<file path="config.mk">
export PLATFORM = sky130hd
export DESIGN_NAME = pxc_ext_ctrl
export DESIGN_NICKNAME = d
export VERILOG_FILES = /design/src/pxc_pkg.sv /design/src/pxc_tx_encoder.sv /design/src/pxc_ext_ctrl.sv
export SDC_FILE = /design/constraint.sdc
export NUM_CORES = 1
export LEC_CHECK = 0
export BUFFER_PORTS_ARGS = -buffer_cell sky130_fd_sc_hd__buf_2
export CAP_MARGIN = 5
export CORE_ASPECT_RATIO = 0.9
export CORE_MARGIN = 2
export CORE_UTILIZATION = 25
export DETAILED_ROUTE_END_ITERATION = 10
export HOLD_SLACK_MARGIN = 0.03
export PLACE_DENSITY = 0.59
export SETUP_SLACK_MARGIN = 0.4
export SLEW_MARGIN = 20
export SYNTH_ARGS = -nofsm -noshare
export SYNTH_HDL_FRONTEND = slang
export SYNTH_SLANG_ARGS = --single-unit
</file>
<file path="constraint.sdc">
create_clock -name clk_sys -period 1.5 [get_ports clk_sys]
set_input_delay 0.3 -clock clk_sys [delete_from_list [all_inputs] [get_ports clk_sys]]
set_output_delay 0.3 -clock clk_sys [all_outputs]
set_load 0.03 [all_outputs]
</file>
<file path="src/pxc_pkg.sv">
// package for the extended phy control register block
package pxc_pkg;
    localparam logic [4:0]  PXC_REG_ADDR      = 5'h10;
    localparam int          PXC_BIT_OVR_EN    = 15;
    localparam int          PXC_ADDR_LSB      = 6;
    localparam int          PXC_ADDR_MSB      = 10;
    localparam int          PXC_BIT_SCR_TEST  = 5;
    localparam int          PXC_BIT_NRZI      = 3;
    localparam int          PXC_BIT_INV_CODE  = 2;
    localparam int          PXC_BIT_SCR_DIS   = 0;
    localparam logic [15:0] PXC_WR_MASK       = 16'h802d;
    localparam logic        PXC_RST_OVR_EN    = 1'b0;
    localparam logic        PXC_RST_SCR_TEST  = 1'b0;
    localparam logic        PXC_RST_NRZI      = 1'b1;
    localparam logic        PXC_RST_INV_CODE  = 1'b0;
    localparam logic        PXC_RST_SCR_DIS   = 1'b0;
    localparam int          PXC_LFSR_W        = 11;
    localparam logic [10:0] PXC_LFSR_SEED     = 11'h7ff;

    // management write request
    typedef struct packed {
        logic        wr;
        logic [4:0]  addr;
        logic [15:0] data;
    } pxc_mgmt_wr_t;

    // mii transmit nibble
    typedef struct packed {
        logic       en;
        logic       er;
        logic [3:0] nib;
    } pxc_mii_tx_t;

    // control fields steering the data path
    typedef struct packed {
        logic scr_test;
        logic nrzi;
        logic inv_code;
        logic scr_dis;
    } pxc_ctrl_t;
endpackage : pxc_pkg

</file>
<file path="src/pxc_tx_encoder.sv">
// transmit nibble encoder, scrambler and nrz/nrzi line coder
`timescale 1ns/100ps
`default_nettype none
module pxc_tx_encoder (
    // clock and reset
    input  wire logic              clk_sys,
    input  wire logic              reset,
    // control
    input  wire pxc_pkg::pxc_ctrl_t ctrl,
    input  wire logic              speed_100,
    // mii side
    input  wire pxc_pkg::pxc_mii_tx_t mii_tx,
    // coded output
    output logic [4:0]             code_ff,
    output logic                   line_bit_ff
);
    import pxc_pkg::*;

    logic [PXC_LFSR_W-1:0] lfsr_ff;
    logic [4:0]            nxt_code;
    logic                  scr_bit;

    function automatic logic [4:0] std_4b5b(input logic [3:0] n);
        case (n)
            4'h0: std_4b5b = 5'h1e;
            4'h1: std_4b5b = 5'h09;
            4'h2: std_4b5b = 5'h14;
            4'h3: std_4b5b = 5'h15;
            4'h4: std_4b5b = 5'h0a;
            4'h5: std_4b5b = 5'h0b;
            4'h6: std_4b5b = 5'h0e;
            4'h7: std_4b5b = 5'h0f;
            4'h8: std_4b5b = 5'h12;
            4'h9: std_4b5b = 5'h13;
            4'ha: std_4b5b = 5'h16;
            4'hb: std_4b5b = 5'h17;
            4'hc: std_4b5b = 5'h1a;
            4'hd: std_4b5b = 5'h1b;
            4'he: std_4b5b = 5'h1c;
            default: std_4b5b = 5'h1d;
        endcase
    endfunction : std_4b5b

    function automatic logic [4:0] test_4b5b(input logic [3:0] n);
        case (n)
            4'h8: test_4b5b = 5'h00;
            4'h9: test_4b5b = 5'h0d;
            4'ha: test_4b5b = 5'h0c;
            4'hb: test_4b5b = 5'h11;
            4'hc: test_4b5b = 5'h10;
            4'hd: test_4b5b = 5'h19;
            4'he: test_4b5b = 5'h18;
            4'hf: test_4b5b = 5'h1f;
            default: test_4b5b = {1'b0, n};
        endcase
    endfunction : test_4b5b

    always_comb begin
        if (!mii_tx.en) begin
            nxt_code = 5'h1f;
        end else if (ctrl.inv_code && mii_tx.er) begin
            nxt_code = test_4b5b(mii_tx.nib);
        end else begin
            nxt_code = std_4b5b(mii_tx.nib);
        end
    end

    always_ff @(posedge clk_sys) begin
        if (reset) begin
            code_ff <= 5'h1f;
        end else begin
            code_ff <= nxt_code;
        end
    end

    // scrambler only in 100 mode and when not disabled
    assign scr_bit = speed_100 && !ctrl.scr_dis && lfsr_ff[PXC_LFSR_W-1];

    always_ff @(posedge clk_sys) begin
        if (reset) begin
            lfsr_ff <= PXC_LFSR_SEED;
        end else begin
            lfsr_ff <= {lfsr_ff[PXC_LFSR_W-2:0], lfsr_ff[10] ^ lfsr_ff[8]};
        end
    end

    always_ff @(posedge clk_sys) begin
        if (reset) begin
            line_bit_ff <= 1'b0;
        end else if (ctrl.nrzi && speed_100) begin
            line_bit_ff <= line_bit_ff ^ (code_ff[4] ^ scr_bit);
        end else begin
            line_bit_ff <= code_ff[4] ^ scr_bit;
        end
    end

    a_test_table_low: assert property (@(posedge clk_sys) disable iff (reset)
        (mii_tx.en && mii_tx.er && ctrl.inv_code && !mii_tx.nib[3]) |=> code_ff == {1'b0, $past(mii_tx.nib)})
        else $error("test code for low nibble wrong");
    a_test_table_idle: assert property (@(posedge clk_sys) disable iff (reset)
        (mii_tx.en && mii_tx.er && ctrl.inv_code && mii_tx.nib == 4'hf) |=> code_ff == 5'h1f)
        else $error("test code for 1111 wrong");
    a_std_when_off: assert property (@(posedge clk_sys) disable iff (reset)
        (mii_tx.en && !ctrl.inv_code && mii_tx.nib == 4'h0) |=> code_ff == 5'h1e)
        else $error("standard code not used");
    c_test_code: cover property (@(posedge clk_sys) mii_tx.en && mii_tx.er && ctrl.inv_code);
endmodule : pxc_tx_encoder
`default_nettype wire

</file>
<file path="src/pxc_ext_ctrl.sv">
// extended phy control register with strap capture and tx data path
// How it works
// override enable set lets the next management write change protected bits
// override enable clears itself after the next management write
// station must set override enable again before each protected write
// writes with override enable clear leave protected bits unchanged
// reserved bits 14:11, 4 and 1 read as zero
// station writes reserved bits with their default values
// address bits captured from strap pins at hardware reset, then held
// software reset leaves captured address untouched
// scrambler test bit forces receive lock loss; reset value zero
// nrz when encoding bit zero, nrzi when one; default one; code uses nrzi only at 100 mb/s, nrz at 10 mb/s
// invalid-code bit zero gives standard 4b/5b translation
// invalid-code bit one with tx error uses the test table
// test nibbles 0000..0111 sent as zero above the nibble
// test nibbles 1000..1111 sent as fixed listed codes
// scrambler disable bypasses both scrambler and descrambler
// scrambler applied only at 100 mb/s
`timescale 1ns/100ps
`default_nettype none
module pxc_ext_ctrl (
    // clock and resets
    input  wire logic                  clk_sys,
    input  wire logic                  reset,
    input  wire logic                  soft_reset,
    // strap pins
    input  wire logic                  addr_strap_bit4_pin,
    input  wire logic                  addr_strap_bit3_pin,
    input  wire logic                  addr_strap_bit2_pin,
    input  wire logic                  addr_strap_bit1_pin,
    input  wire logic                  addr_strap_bit0_pin,
    // management register access
    input  wire pxc_pkg::pxc_mgmt_wr_t mgmt_wr,
    input  wire logic [4:0]            mgmt_rd_addr,
    output logic [15:0]                mgmt_rd_data_ff,
    // to other registers of the set
    output logic                       override_protected_bit_ff,
    output logic [4:0]                 phy_addr_ff,
    // data path
    input  wire logic                  speed_100,
    input  wire pxc_pkg::pxc_mii_tx_t  mii_tx,
    output logic [4:0]                 tx_code_ff,
    output logic                       tx_line_bit_ff,
    output logic                       rx_scr_unlock_ff,
    output logic                       rx_descr_bypass_ff
);
    import pxc_pkg::*;

    logic      strap_pending_ff;
    logic      ovr_en_ff;
    pxc_ctrl_t ctrl_ff;
    logic      reg_wr;
    logic      any_wr;
    logic [4:0] tx_code;
    logic      tx_line_bit;

    assign any_wr = mgmt_wr.wr;
    assign reg_wr = mgmt_wr.wr && (mgmt_wr.addr == PXC_REG_ADDR);

    function automatic logic [15:0] pack_reg(input logic ovr, input logic [4:0] a, input pxc_ctrl_t c);
        logic [15:0] r;
        r = 16'h0000;
        r[PXC_BIT_OVR_EN] = ovr;
        r[PXC_ADDR_MSB:PXC_ADDR_LSB] = a;
        r[PXC_BIT_SCR_TEST] = c.scr_test;
        r[PXC_BIT_NRZI] = c.nrzi;
        r[PXC_BIT_INV_CODE] = c.inv_code;
        r[PXC_BIT_SCR_DIS] = c.scr_dis;
        pack_reg = r & (PXC_WR_MASK | 16'h07c0);
    endfunction : pack_reg

    // strap sampled on the first clock after reset release, not under reset
    always_ff @(posedge clk_sys) begin
        if (reset) begin
            strap_pending_ff <= 1'b1;
        end else begin
            strap_pending_ff <= 1'b0;
        end
    end

    // soft reset deliberately not in this process
    always_ff @(posedge clk_sys) begin
        if (reset) begin
            phy_addr_ff <= 5'h00;
        end else if (strap_pending_ff) begin
            phy_addr_ff <= {addr_strap_bit4_pin, addr_strap_bit3_pin, addr_strap_bit2_pin,
                            addr_strap_bit1_pin, addr_strap_bit0_pin};
        end
    end

    // any management write consumes the enable; a write setting it re-arms
    always_ff @(posedge clk_sys) begin
        if (reset || soft_reset) begin
            ovr_en_ff <= PXC_RST_OVR_EN;
        end else if (reg_wr) begin
            ovr_en_ff <= mgmt_wr.data[PXC_BIT_OVR_EN];
        end else if (any_wr) begin
            ovr_en_ff <= 1'b0;
        end
    end

    // override window seen by protected bits in other registers
    always_ff @(posedge clk_sys) begin
        if (reset || soft_reset) begin
            override_protected_bit_ff <= 1'b0;
        end else begin
            override_protected_bit_ff <= (ovr_en_ff && !any_wr) || (reg_wr && mgmt_wr.data[PXC_BIT_OVR_EN]);
        end
    end

    always_ff @(posedge clk_sys) begin
        if (reset || soft_reset) begin
            ctrl_ff.scr_test <= PXC_RST_SCR_TEST;
            ctrl_ff.nrzi     <= PXC_RST_NRZI;
            ctrl_ff.inv_code <= PXC_RST_INV_CODE;
            ctrl_ff.scr_dis  <= PXC_RST_SCR_DIS;
        end else if (reg_wr) begin
            ctrl_ff.scr_test <= mgmt_wr.data[PXC_BIT_SCR_TEST];
            ctrl_ff.nrzi     <= mgmt_wr.data[PXC_BIT_NRZI];
            ctrl_ff.inv_code <= mgmt_wr.data[PXC_BIT_INV_CODE];
            ctrl_ff.scr_dis  <= mgmt_wr.data[PXC_BIT_SCR_DIS];
        end
    end

    always_ff @(posedge clk_sys) begin
        if (reset) begin
            mgmt_rd_data_ff <= 16'h0000;
        end else if (mgmt_rd_addr == PXC_REG_ADDR) begin
            mgmt_rd_data_ff <= pack_reg(ovr_en_ff, phy_addr_ff, ctrl_ff);
        end else begin
            mgmt_rd_data_ff <= 16'h0000;
        end
    end

    always_ff @(posedge clk_sys) begin
        if (reset) begin
            rx_scr_unlock_ff   <= 1'b0;
            rx_descr_bypass_ff <= 1'b0;
        end else begin
            rx_scr_unlock_ff   <= ctrl_ff.scr_test;
            rx_descr_bypass_ff <= ctrl_ff.scr_dis || !speed_100;
        end
    end

    pxc_tx_encoder u_enc (
        .clk_sys     (clk_sys),
        .reset       (reset),
        .ctrl        (ctrl_ff),
        .speed_100   (speed_100),
        .mii_tx      (mii_tx),
        .code_ff     (tx_code),
        .line_bit_ff (tx_line_bit)
    );

    always_ff @(posedge clk_sys) begin
        if (reset) begin
            tx_code_ff     <= 5'h1f;
            tx_line_bit_ff <= 1'b0;
        end else begin
            tx_code_ff     <= tx_code;
            tx_line_bit_ff <= tx_line_bit;
        end
    end

    a_ovr_self_clear: assert property (@(posedge clk_sys) disable iff (reset || soft_reset)
        (ovr_en_ff && any_wr && !reg_wr) |=> !ovr_en_ff)
        else $error("override enable did not clear");
    a_ovr_blocks: assert property (@(posedge clk_sys) disable iff (reset || soft_reset)
        (!ovr_en_ff && !reg_wr) |=> !override_protected_bit_ff)
        else $error("protected write allowed without enable");
    a_ovr_allows: assert property (@(posedge clk_sys) disable iff (reset || soft_reset)
        (reg_wr && mgmt_wr.data[PXC_BIT_OVR_EN]) |=> override_protected_bit_ff && ovr_en_ff)
        else $error("override not armed");
    a_resv_zero: assert property (@(posedge clk_sys) disable iff (reset)
        (mgmt_rd_data_ff & 16'h7812) == 16'h0000)
        else $error("reserved bit reads nonzero");
    a_addr_held: assert property (@(posedge clk_sys) disable iff (reset)
        !strap_pending_ff |=> $stable(phy_addr_ff))
        else $error("phy address changed after capture");
    a_nrzi_reset: assert property (@(posedge clk_sys)
        (reset || soft_reset) |=> ctrl_ff.nrzi && !ctrl_ff.scr_test && !ctrl_ff.scr_dis)
        else $error("control reset values wrong");
    a_bypass_10m: assert property (@(posedge clk_sys) disable iff (reset)
        !speed_100 |=> rx_descr_bypass_ff)
        else $error("descrambler active at 10 mb/s");
    a_scr_unlock: assert property (@(posedge clk_sys) disable iff (reset)
        ctrl_ff.scr_test |=> rx_scr_unlock_ff)
        else $error("test mode did not force unlock");
    c_ovr_write: cover property (@(posedge clk_sys) ovr_en_ff && any_wr && !reg_wr);
    c_addr_read: cover property (@(posedge clk_sys) mgmt_rd_addr == PXC_REG_ADDR && !reset);
    c_scr_dis: cover property (@(posedge clk_sys) reg_wr && mgmt_wr.data[PXC_BIT_SCR_DIS]);
endmodule : pxc_ext_ctrl
`default_nettype wire

</file>
* After elaboration in Yosys (flattened, before gate mapping)
Memory sizes are Yosys's and may differ from the RTL's.
Cells that the tools add are included.
W data, S select, Z words.
** Storage, ports and cells
- Register bits after elaboration :: 53
- Memory bits (read-only) :: 80
- Output and inout bits :: 30
- Logic and storage cells :: 55
- Memories kept :: 1
** Cells by class
- Eq/ne operators :: 10
- Multiplexer cells :: 6
- Bitwise logic cells :: 5
- Reductions and logical operators :: 16
** Memory list
- (name not given) :: words 16, bits a word 5, read ports 1, clocked after memory_dff 0, wr ports 0, line pxc_tx_encoder.sv:24 : case (n)
** Operators by type and width (count)
- $pmux W5 S8 :: 1
- $eq A4 B4 Y1 const B :: 8
- $eq A5 B5 Y1 const B :: 2
- $logic_and A1 B1 Y1 :: 7
- $mux W5 :: 1
- $mux W1 :: 4
- $reduce_or A2 Y1 :: 2
- $logic_not A1 Y1 :: 3
- $logic_or A1 B1 Y1 :: 3
- $xor A1 B1 Y1 :: 3
- $not A1 Y1 :: 2
- $reduce_bool A2 Y1 :: 1

* Logic depth before layout (Yosys ltp)
- Word-level depth :: 6
- Gate-level depth with buffers :: 5
- Depth with buffers taken out :: 4

* Hierarchy
A second synthesis with hierarchy kept.
** Second synthesis, totals
- Cell total of the unflattened synthesis :: 161
- Area, all modules :: 1649.1 um2
** Modules (own cells, without submodules)
- pxc_ext_ctrl :: instances 1, cells each 91, area each 992.2 um2, sequential area each 600.6 um2
- pxc_tx_encoder :: instances 1, cells each 70, area each 656.9 um2, sequential area each 340.3 um2

* Least setup slack after synthesis
OpenSTA, ideal clock, no wires.
- Path type :: input to register
- Start :: in mgmt_rd_addr[0]
- End :: reg mgmt_rd_data_ff[10]
- Setup time :: 60 ps
- Arrival :: 1168 ps
- Data required time :: 1440 ps
- Setup slack :: 272 ps
- Cell stages on the path :: 3
- Path buffers :: 0
- Cell sequence :: or4b_4 > nor3_4 > and2_1
** Between the ends
- Longest elaborated chain between the ends :: 3
** RTL lines
- start, declared :: line pxc_ext_ctrl.sv:34 : input wire logic [4:0] mgmt_rd_addr,
- $eq A5 B5 Y1 :: line pxc_ext_ctrl.sv:128 : end else if (mgmt_rd_addr == PXC_REG_ADDR) begin
- $not A1 Y1 (no source line)
- $reduce_or A2 Y1 (no source line)
- end signal, assigned :: line pxc_ext_ctrl.sv:129 : mgmt_rd_data_ff <= pack_reg(ovr_en_ff, phy_addr_ff, ctrl_ff);
- end, declared :: line pxc_ext_ctrl.sv:35 : output logic [15:0] mgmt_rd_data_ff,
Every way passes these cells.
A chain may end at the register's enable or synchronous reset.

* Worst setup path in the final report
- Start :: in mgmt_rd_addr[2]
- End :: reg mgmt_rd_data_ff[6]
Same word-level chain as after synthesis.

==> run_results.csv <==
group,metric,value,unit
outcome,status,"complete, no violations",
floorplanning,io_pins,72,
clock_network,clkTransAtPathRegs,0.08,ns
critical_path,critPathLaunchType,"input port",
drt,drt_wl_total,3040,um
clock_network,root_buffer,"clkbuf_8",
finish,fin_nets,253,
critical_path,worstPathMaxFanout,6,
clock_network,cts.htree.levels,2,
synthesis,ys.warnings.count,0,
floorplanning,core,6150,sq um
worst_hold_path,hp-class,"input port to flip-flop",
critical_path,critical_path_required,1.75,ns
synthesis,synth_top_area_share,58.6,%
grt,grt_overflow,0,
drt,wl_per_cell,10.2,um
finish,finalInstanceArea,2280,sq um
sta,hold_viol,0,
sta,rsz0062_at_grt,"true",
drt,met2_length,1290,um
clock_network,clock_sinks,47,
drt,wl_met3,276,um
grt,grt_usage,9.28,%
synthesis,synth.distinct_cells,26,
clock_network,cts_tree,"built",
synthesis,async_flop_share,0,%
floorplanning,start_util,26.1,%
drt,vias,1184,
sta,slew_violations,0,
placement,place_area,1960,sq um
floorplanning,row_count,27,
grt,grt_max_degree,25,
synthesis,syn_inst,155,
clock_network,cts-buffers-inserted,5,
drt,wl_met1,1420,um
synthesis,ys.flop_type,"dfxtp_1",
finish,mostFrequentLayoutCells,"dfxtp_1, buf_2, buf_6, dfxtp_2, or2_2",
drt,drtIter0Drc,23,
synthesis,synth_area,1610,sq um
critical_path,arrival,1.37,ns
pwr,p_leak,0.990,nW
drt,ant_nets,0,
synthesis,avgSynthCellArea,10.4,sq um
finish,multiInputGateArea,628,sq um
finish,final_common_cell,"dfxtp_1",
floorplanning,dieHeight,80.0,um
sta,worst_slack,0.380,ns
finish,regArea,961,sq um
synthesis,yosysTopAreaCell,"dfxtp_1",
drt,drcViolationCount,0,
pwr,ir_drop,0.333,mV
finish,area_delta_synth_final,41.9,%
synthesis,synth_edf_count,0,
flow_run,maxCapViolCount,0,
grt,antenna_found_initial,0,
grt,grt_pass1_vias,1070,
placement,dp_hpwl,2180,um
drt,viasPerCell,3.96,
sta,worst_clock_skew,0.00376,ns
sta,setup_viol,0,
floorplanning,dieWidth,88.5,um
synthesis,synth.area.top_cells,"dfxtp_1, mux2i_1, or2_2",
floorplanning,fp.dieArea,7080,sq um
critical_path,critPathCaptureType,"flip-flop",
synthesis,ys_seq_area_share,58.6,%
pwr,powerDensity,1090,nW/um^2
critical_path,path_class,"input port to flip-flop",
sta,fmax,0.893,GHz
drt,top_layer_used,"met4",
synthesis,synth_seq_cells,47,
clock_network,clk_latency,0.30,ns
clock_network,cts.path.max_buffers,2,
finish,fillers,649,
sta,post-route-period-util,74.7,%
finish,drive_gt1_share,48.6,%
sta,fin_crit,1.12,ns
finish,n_antenna_cell,0,
grt,grt_pass1_wl,4910,um
placement,place.gp.congestion,0.789,
drt,dr.pass1.iters,4,
placement,port-buffer-count,54,
placement,place_ws,-0.0212,ns
[power by group]
part | total (mW) | switching (mW) | internal (mW)
Sequential | 1.30 | 0.0174 | 1.28
Clock | 0.957 | 0.409 | 0.548
Combinational | 0.220 | 0.124 | 0.0962
[sequential cells by signal, indices dropped and copies added (netlist names)]
| register | count |
|---|---|
| u_enc.lfsr_ff | 11 |
| mgmt_rd_data_ff | 10 |
| phy_addr_ff | 5 |
| tx_code_ff | 5 |
| u_enc.code_ff | 5 |
| ctrl_ff | 4 |
| override_protected_bit_ff | 1 |
| ovr_en_ff | 1 |
| rx_descr_bypass_ff | 1 |
| rx_scr_unlock_ff | 1 |
| strap_pending_ff | 1 |
| tx_line_bit_ff | 1 |
| u_enc.line_bit_ff | 1 |
[cell type report]
cell class | instances | area share, %
clock inverters | 2 | 1.70
inverters | 3 | 0.494
multi-input cells | 97 | 27.6
repair buffers | 57 | 19.7
well taps | 87 | 4.78
clock buffers | 6 | 3.62
flip-flops and latches | 47 | 42.2
[per-layer routing]
layer  track usage, %  up-vias
met2             13.6       53
met1             11.5      515
met3             4.45        4
met5                0        -
met4             4.09        0
li1                 -      612
[stage by stage]
step / hold slack [ns] / total power [mW] / util (%) / cells / TNS [ns]
global route: 0.181 / 2.60 / 37.1 / 299 / 0
global placement: 0.393 / 1.52 / 31.9 / 289 / -0.0885
detailed placement: 0.393 / 1.52 / 31.9 / 289 / -0.145
CTS: 0.183 / 2.51 / 35.8 / 299 / 0
floorplan: 0.328 / 1.45 / - / 160 / 0
finish: 0.190 / 2.47 / 37.1 / 299 / 0
[synthesized netlist by cell type, drive strengths merged (3+ instances only)]
cell     n
a21oi    7
and2     9
buf      6
clkbuf   7
dfxtp   47
inv      3
mux2i   10
nand2    8
nand2b   3
nand3    3
nor2     8
nor2b    6
nor3     6
o21ai    4
or2     15
[logic make-up (layout without fill, tap and decap cells)]
logic type | Yosys count | in the layout | share of synthesized area (%)
AOI/OAI and AO/OA | 18 | 18 | 6.94
xor gates and xnor gates | 2 | 2 | 1.09
buffers and inverters | 16 | 68 | 5.14
DFF | 47 | 47 | 58.6
muxes | 10 | 10 | 6.24
other | 1 | 6 | 0.234
and+or+nand+nor | 61 | 61 | 21.7
[final timing paths]
| check | start | to | slack, ns | depth (start not counted) |
|---|---|---|---|---|
| worst min-delay path | speed_100 | rx_descr_bypass_ff | 0.19 | 2 |
| worst max-delay path | mgmt_rd_addr[2] | mgmt_rd_data_ff[6] | 0.38 | 5 |
| worst min register to register | u_enc.code_ff[2] | tx_code_ff[2] | 0.41 | 1 |
| worst max register to register | ctrl_ff[1] | u_enc.code_ff[3] | 0.50 | 4 |
[critical path: stages]
cell and delay [ns]:
buf_6 0.09, or4b_4 0.56, nor3_4 0.15, buf_6 0.14, and2_4 0.12
[what timing repair did]
| action | in CTS | in global routing |
|---|---|---|
| hold buffers | 0 | 0 |
| setup endpoints to repair | 33 | 32 |
| gates cloned | 0 | 0 |
| gates resized for setup | 40 | 30 |
| buffers inserted | 2 | 0 |
| pin swaps | 4 | 3 |
Power figures use the tool's default switching activity.
